--- src/hw/channel_pair_pkg.sv ---
// constants for the channel pair control bank
// assumes an apb slave with 32-bit words, one word per register
package channel_pair_pkg;

  localparam int          PAIR_COUNT  = 10;
  localparam int          CHAN_COUNT  = 20;
  // register indices; byte address is four times the index
  localparam logic [11:0] IDX_129_130 = 12'h0c8;
  localparam logic [11:0] IDX_131_132 = 12'h0c9;
  localparam logic [11:0] IDX_133_134 = 12'h0ca;
  localparam logic [11:0] IDX_135_136 = 12'h0cb;
  localparam logic [11:0] IDX_137_138 = 12'h0cc;
  localparam logic [11:0] IDX_139_140 = 12'h0cd;
  localparam logic [11:0] IDX_141_142 = 12'h0ce;
  localparam logic [11:0] IDX_143_144 = 12'h0cf;
  localparam logic [11:0] IDX_145_146 = 12'h0d0;
  localparam logic [11:0] IDX_147_148 = 12'h0d1;
  localparam logic [11:0] IDX_FIRST   = IDX_129_130;
  localparam logic [11:0] IDX_LAST    = IDX_147_148;

  // field positions, upper and lower channel of a pair
  localparam int HI_GLOBAL_EN = 27;
  localparam int HI_LOCAL_RST = 26;
  localparam int HI_MUTE      = 25;
  localparam int HI_SLOT_LSB  = 16;
  localparam int LO_GLOBAL_EN = 11;
  localparam int LO_LOCAL_RST = 10;
  localparam int LO_MUTE      = 9;
  localparam int LO_SLOT_LSB  = 0;
  localparam int SLOT_WIDTH   = 8;

  localparam logic        MUTE_RESET = 1'b1;
  localparam logic [7:0]  SLOT_RESET = 8'h00;
  localparam logic        GEN_RESET  = 1'b0;

  typedef struct packed {
    logic [PAIR_COUNT-1:0]                hiGlobalEn;
    logic [PAIR_COUNT-1:0]                hiMute;
    logic [PAIR_COUNT-1:0][SLOT_WIDTH-1:0] hiSlot;
    logic [PAIR_COUNT-1:0]                loGlobalEn;
    logic [PAIR_COUNT-1:0]                loMute;
    logic [PAIR_COUNT-1:0][SLOT_WIDTH-1:0] loSlot;
    logic [CHAN_COUNT-1:0]                fifoClear;
    logic [31:0]                          rdata;
  } bank_state_t;

endpackage

--- src/hw/channel_pair_control_bank.sv ---
// apb register bank for channels 129 to 148, two channels per word
// assumes clk at 200 MHz, synchronous sys_rst, same-clock global reset event
// Notes on behaviour
// - each channel has a global fifo reset enable, bit 27 upper and bit 11 lower.
// - each channel has a local fifo reset bit, 26 upper and 10 lower, resetting only it.
// - a self-clearing bit gives one pulse when written 1 and never stays set.
// - each channel has a mute bit, 25 upper and 9 lower, 1 is off, reset value 1.
// - each channel has an 8-bit slot, 23:16 upper and 7:0 lower, reset value 0.
// - bits 31:28, 24, 15:12 and 8 are reserved, read zero and ignore writes.
//
// The APB interface to the registers was decided locally.
`timescale 1ns/1ps
module channel_pair_control_bank
  import channel_pair_pkg::*;
(
  input  wire logic                   clk,
  input  wire logic                   sys_rst,
  input  wire logic                   clkEn,
  input  wire logic                   psel,
  input  wire logic                   penable,
  input  wire logic                   pwrite,
  input  wire logic [13:0]            paddr,
  input  wire logic [31:0]            pwdata,
  input  wire logic [3:0]             pstrb,
  output logic      [31:0]            prdata,
  output logic                        pready,
  output logic                        pslverr,
  input  wire logic                   globalFifoReset,
  output logic      [CHAN_COUNT-1:0]  fifoClear,
  output logic      [CHAN_COUNT-1:0]  channelMute,
  output logic      [CHAN_COUNT-1:0][SLOT_WIDTH-1:0] channelSlot,
  output logic      [CHAN_COUNT-1:0]  globalFifoResetEnable
);

  bank_state_t state_q;
  bank_state_t state_d;

  logic [11:0] wordIdx;
  logic        inRange;
  logic [3:0]  pairIdx;
  logic        setupRd;
  logic        accessWr;

  assign wordIdx  = paddr[13:2];
  assign inRange  = (wordIdx >= IDX_FIRST) && (wordIdx <= IDX_LAST);
  assign pairIdx  = 4'(wordIdx - IDX_FIRST);
  // answers in the first access cycle; read data captured at setup
  assign setupRd  = psel && !penable && !pwrite;
  assign accessWr = psel && penable && pwrite && inRange;
  assign pready   = 1'b1;
  assign pslverr  = psel && penable && (!inRange || (paddr[1:0] != 2'b00));

  always_comb
  begin
    state_d = state_q;
    // pulses last exactly one cycle with clkEn high, and are held while clkEn is low
    state_d.fifoClear = '0;
    for (int p = 0; p < PAIR_COUNT; p++)
    begin
      // external event hits only enabled channels
      state_d.fifoClear[2*p]   = globalFifoReset && state_q.loGlobalEn[p];
      state_d.fifoClear[2*p+1] = globalFifoReset && state_q.hiGlobalEn[p];
    end
    if (accessWr && (paddr[1:0] == 2'b00))
    begin
      for (int p = 0; p < PAIR_COUNT; p++)
      begin
        if (pairIdx == 4'(p))
        begin
          if (pstrb[0])
          begin
            state_d.loSlot[p] = pwdata[LO_SLOT_LSB +: SLOT_WIDTH];
          end
          if (pstrb[1])
          begin
            state_d.loGlobalEn[p] = pwdata[LO_GLOBAL_EN];
            state_d.loMute[p]     = pwdata[LO_MUTE];
            // local reset adds to any global clear in the same cycle
            if (pwdata[LO_LOCAL_RST])
            begin
              state_d.fifoClear[2*p] = 1'b1;
            end
          end
          if (pstrb[2])
          begin
            state_d.hiSlot[p] = pwdata[HI_SLOT_LSB +: SLOT_WIDTH];
          end
          if (pstrb[3])
          begin
            state_d.hiGlobalEn[p] = pwdata[HI_GLOBAL_EN];
            state_d.hiMute[p]     = pwdata[HI_MUTE];
            if (pwdata[HI_LOCAL_RST])
            begin
              state_d.fifoClear[2*p+1] = 1'b1;
            end
          end
        end
      end
    end
    if (setupRd)
    begin
      state_d.rdata = '0;
      if (inRange)
      begin
        for (int p = 0; p < PAIR_COUNT; p++)
        begin
          if (pairIdx == 4'(p))
          begin
            state_d.rdata[HI_GLOBAL_EN] = state_q.hiGlobalEn[p];
            state_d.rdata[HI_MUTE]      = state_q.hiMute[p];
            state_d.rdata[HI_SLOT_LSB +: SLOT_WIDTH] = state_q.hiSlot[p];
            state_d.rdata[LO_GLOBAL_EN] = state_q.loGlobalEn[p];
            state_d.rdata[LO_MUTE]      = state_q.loMute[p];
            state_d.rdata[LO_SLOT_LSB +: SLOT_WIDTH] = state_q.loSlot[p];
            // local reset bits always read zero
            state_d.rdata[HI_LOCAL_RST] = 1'b0;
            state_d.rdata[LO_LOCAL_RST] = 1'b0;
          end
        end
      end
    end
  end

  always_ff @(posedge clk)
  begin
    if (sys_rst)
    begin
      state_q.hiGlobalEn <= {PAIR_COUNT{GEN_RESET}};
      state_q.loGlobalEn <= {PAIR_COUNT{GEN_RESET}};
      state_q.hiMute     <= {PAIR_COUNT{MUTE_RESET}};
      state_q.loMute     <= {PAIR_COUNT{MUTE_RESET}};
      state_q.hiSlot     <= {PAIR_COUNT{SLOT_RESET}};
      state_q.loSlot     <= {PAIR_COUNT{SLOT_RESET}};
      state_q.fifoClear  <= '0;
      state_q.rdata      <= '0;
    end
    else if (clkEn)
    begin
      state_q <= state_d;
    end
  end

  assign prdata = state_q.rdata;
  assign fifoClear = state_q.fifoClear;

  always_comb
  begin
    for (int p = 0; p < PAIR_COUNT; p++)
    begin
      channelMute[2*p]             = state_q.loMute[p];
      channelMute[2*p+1]           = state_q.hiMute[p];
      channelSlot[2*p]             = state_q.loSlot[p];
      channelSlot[2*p+1]           = state_q.hiSlot[p];
      globalFifoResetEnable[2*p]   = state_q.loGlobalEn[p];
      globalFifoResetEnable[2*p+1] = state_q.hiGlobalEn[p];
    end
  end

endmodule

--- config.mk ---
export PLATFORM = sky130hd
export DESIGN_NAME = channel_pair_control_bank
export DESIGN_NICKNAME = d
export VERILOG_FILES = /design/src/hw/channel_pair_pkg.sv /design/src/hw/channel_pair_control_bank.sv
export SDC_FILE = /design/constraint.sdc
export NUM_CORES = 1
export LEC_CHECK = 0
export ABC_AREA = 1
export ABC_CLOCK_PERIOD_IN_PS = 1950
export BUFFER_PORTS_ARGS = -buffer_cell sky130_fd_sc_hd__buf_2
export CAP_MARGIN = 10
export CORE_ASPECT_RATIO = 0.8
export CORE_MARGIN = 5
export CORE_UTILIZATION = 25
export CTS_BUF_LIST = sky130_fd_sc_hd__clkbuf_8
export DETAILED_ROUTE_END_ITERATION = 16
export SYNTH_ARGS = -nofsm -noshare
export SYNTH_HDL_FRONTEND = slang
export SYNTH_SLANG_ARGS = --single-unit
--- constraint.sdc ---
create_clock -name clk -period 1.95 [get_ports clk]
set_input_delay 0.4875 -clock clk [delete_from_list [all_inputs] [get_ports clk]]
set_output_delay 0.4875 -clock clk [all_outputs]
set_load 0.03 [all_outputs]
==> results.json <==
{
  "power.internal_uw": 7920,
  "status": "finished clean",
  "drive_above_1_share": 0.247,
  "arrival_ps": 1430,
  "dp.cells": 2581,
  "routabilityCongestion": 0.896,
  "clock_skew_ps": 21.7,
  "clk_latency_ps": 560,
  "io_buffers": 287,
  "yosysSeqAreaShare": 0.419,
  "die_x_um": 250,
  "cts.hold.buffers_added": 0,
  "final_cell_mix": "477 x nand2_1, 284 x buf_2, 240 x dfxtp_1",
  "place_area_sq_um": 14200,
  "worstMarginPinSlew_ps": 676,
  "viasPerCell": 4.85,
  "hp-class": "in2reg",
  "num_vias": 12900,
  "dieArea_sq_um": 50300,
  "die-height_um": 202,
  "clkPwrFrac": 0.466,
  "hold_viol": 0,
  "rows": 70,
  "core_sq_um": 45500,
  "finalHoldWorstSlack_ps": 310,
  "cts_buffers": 44,
  "final_nets": 2072,
  "cts_tree": "yes",
  "final_common_cell": "nand2_1",
  "grt_use_total": 0.184,
  "synth_area_per_cell_sq_um": 6.70,
  "clock_path_buffers": 3,
  "hpwl_um": 36200,
  "netlist_instances": 1712,
  "drt_iter0_drc": 1149,
  "ys_ff_latch": 240,
  "critPathLaunchType": "primary input",
  "crit_path_frequent_cell": "nand2_2",
  "ir_drop_mv": 0.474,
  "fmax_ghz": 0.522,
  "synth_area_sq_um": 11500,
  "grt_max_degree": 65,
  "cts_root_buf": "clkbuf_8",
  "io_pins": 311,
  "fin_cells": 2661,
  "antenna_found_initial": 1,
  "crit_slowest_cell": "buf_2",
  "post-route-min-period_ps": 1920,
  "maxCapViolCount": 0,
  "synth_cell_types": 25,
  "setup_viol": 0,
  "pwr-share-comb": 0.076,
  "cpPeakStageDelay_ps": 140,
  "fin_area_sq_um": 15200,
  "grt_overflow_total": 0,
  "grt_pass1_vias": 12200,
  "numClockSinks": 240,
  "path_class": "in2out",
  "clk_pin_slew_ps": 60,
  "finalWirelength_um": 48500,
  "yosysWarnings": 0,
  "ant_nets": 0,
  "p_sw_uw": 2840,
  "syn_to_final_growth_pct": 32.6,
  "pwr-share-seq": 0.458,
  "post-route-period-util": 0.983,
  "swShare": 0.264,
  "leakage_uw": 0.00698,
  "crit_chain": "buf_2 > nor2_4 > nand2_2 > nand3_2 > nand2_1 > inv_2 > nand2_2 > nand2_2 > inv_2 > buf_6",
  "route.detailed.drc": 0,
  "end_kind": "output pin",
  "p_per_area_nw_per_um2": 708,
  "grt_pass1_wl_um": 73400,
  "drt-pass1-iter-count": 6,
  "start_util": 0.252,
  "cts-htree-levels": 2,
  "slew_headroom": 0.549,
  "crit_fanout": 3,
  "wl_per_cell_um": 18.2,
  "finalMaxSlewViolations": 0,
  "critPathRequiredTime_ps": 1460,
  "fill_cells": 4957
}
area by class of cell:
type,count,area [sq um],share of cell area
sequential,240,4800,0.316
timing repair buffer,401,2700,0.177
inverter,105,395,0.0260
clock buffer,58,798,0.0525
multi-input combinational,1223,5640,0.371
tap,612,766,0.0503
antenna,2,5.00,0.000329
clock inverter,20,111,0.00732
logic make-up (layout without fill, tap and decap cells):
kind of cell	Yosys count	after routing	share of synthesized area
buffers and inverters	260	584	0.100
other	2	15	0.000655
AND/OR/NAND/NOR	964	964	0.373
flip-flops	240	240	0.419
AO/OA/AOI/OAI	246	246	0.107
repair_timing:
item | CTS | global route
endpoints found under the hold margin | 0 | 0
gates resized for setup | 11 | 6
setup endpoints to repair | 1 | 13
setup buffers | 1 | 0
pin swaps | 4 | 5
state kept, by name, indices dropped and copies added, names as in the netlist:
register,count
globalFifoResetEnable,20
channelMute,20
fifoClear,20
channelSlot,160
prdata,20
routing by layer:
layer	up-vias	part of all wire	global-route usage	wire, um
li1	6233	-	-	-
met1	6019	0.42	0.239	20500
met3	78	0.085	0.0510	4140
met4	0	0.023	0.0488	1130
met2	568	0.47	0.303	22700
met5	-	0	0	0
final timing paths:
| path | from | to | slack, ps | cells past startpoint |
|---|---|---|---|---|
| setup / recovery | paddr[5] | pslverr | 30 | 10 |
| hold / removal | pwdata[11] | globalFifoResetEnable[14]$_SDFFE_PP0P_ | 310 | 3 |
| setup reg to reg | channelMute[1]$_SDFFE_PP1P_ | prdata[25]$_SDFFE_PP0P_ | 610 | 10 |
| hold reg to reg | prdata[9]$_SDFFE_PP0P_ | prdata[9]$_SDFFE_PP0P_ | 460 | 2 |
worst max-delay path: cells and delay by family:
family | cells | cell delay, ps
and+or+nand+nor | 6 | 540
buffers and inverters | 4 | 390
through the flow:
step            util  setup slack (ps)  power (uW)  setup TNS [ps]
2_1_floorplan      -               116        5490               0
3_3_place_gp   0.313              -415        5830          -74060
3_5_place_dp   0.313              -472        5840          -80510
4_1_cts        0.334              5.44       10900               0
5_1_grt        0.334            -0.626       11200          -0.626
6_report       0.334              34.0       10800               0
cells in the mapped netlist (all sizes together):
| cell type | number | area share |
|---|---|---|
| nand2 | 482 | 0.16 |
| dfxtp | 240 | 0.42 |
| a21oi | 209 | 0.091 |
| nor2 | 208 | 0.070 |
| nand4 | 158 | 0.086 |
| nand3 | 112 | 0.057 |
| clkbuf | 102 | 0.033 |
| inv | 99 | 0.032 |
| buf | 53 | 0.033 |
| o21ai | 37 | 0.016 |
| clkinv | 6 | 0.0021 |
| conb | 2 | 0.00065 |
| or2 | 2 | 0.0011 |
| and3 | 1 | 0.00055 |
| nor3 | 1 | 0.00044 |
power by group through the flow:
stage / registers, uW / clock network (uW) / logic, uW
global placement: 5040 / 0 / 790
CTS: 4930 / 5140 / 805
global route: 4930 / 5380 / 875
detailed placement: 5040 / 0 / 797
finish: 4930 / 5020 / 814
floorplan: 5080 / 0 / 414
(Power assumes the default switching activity.)
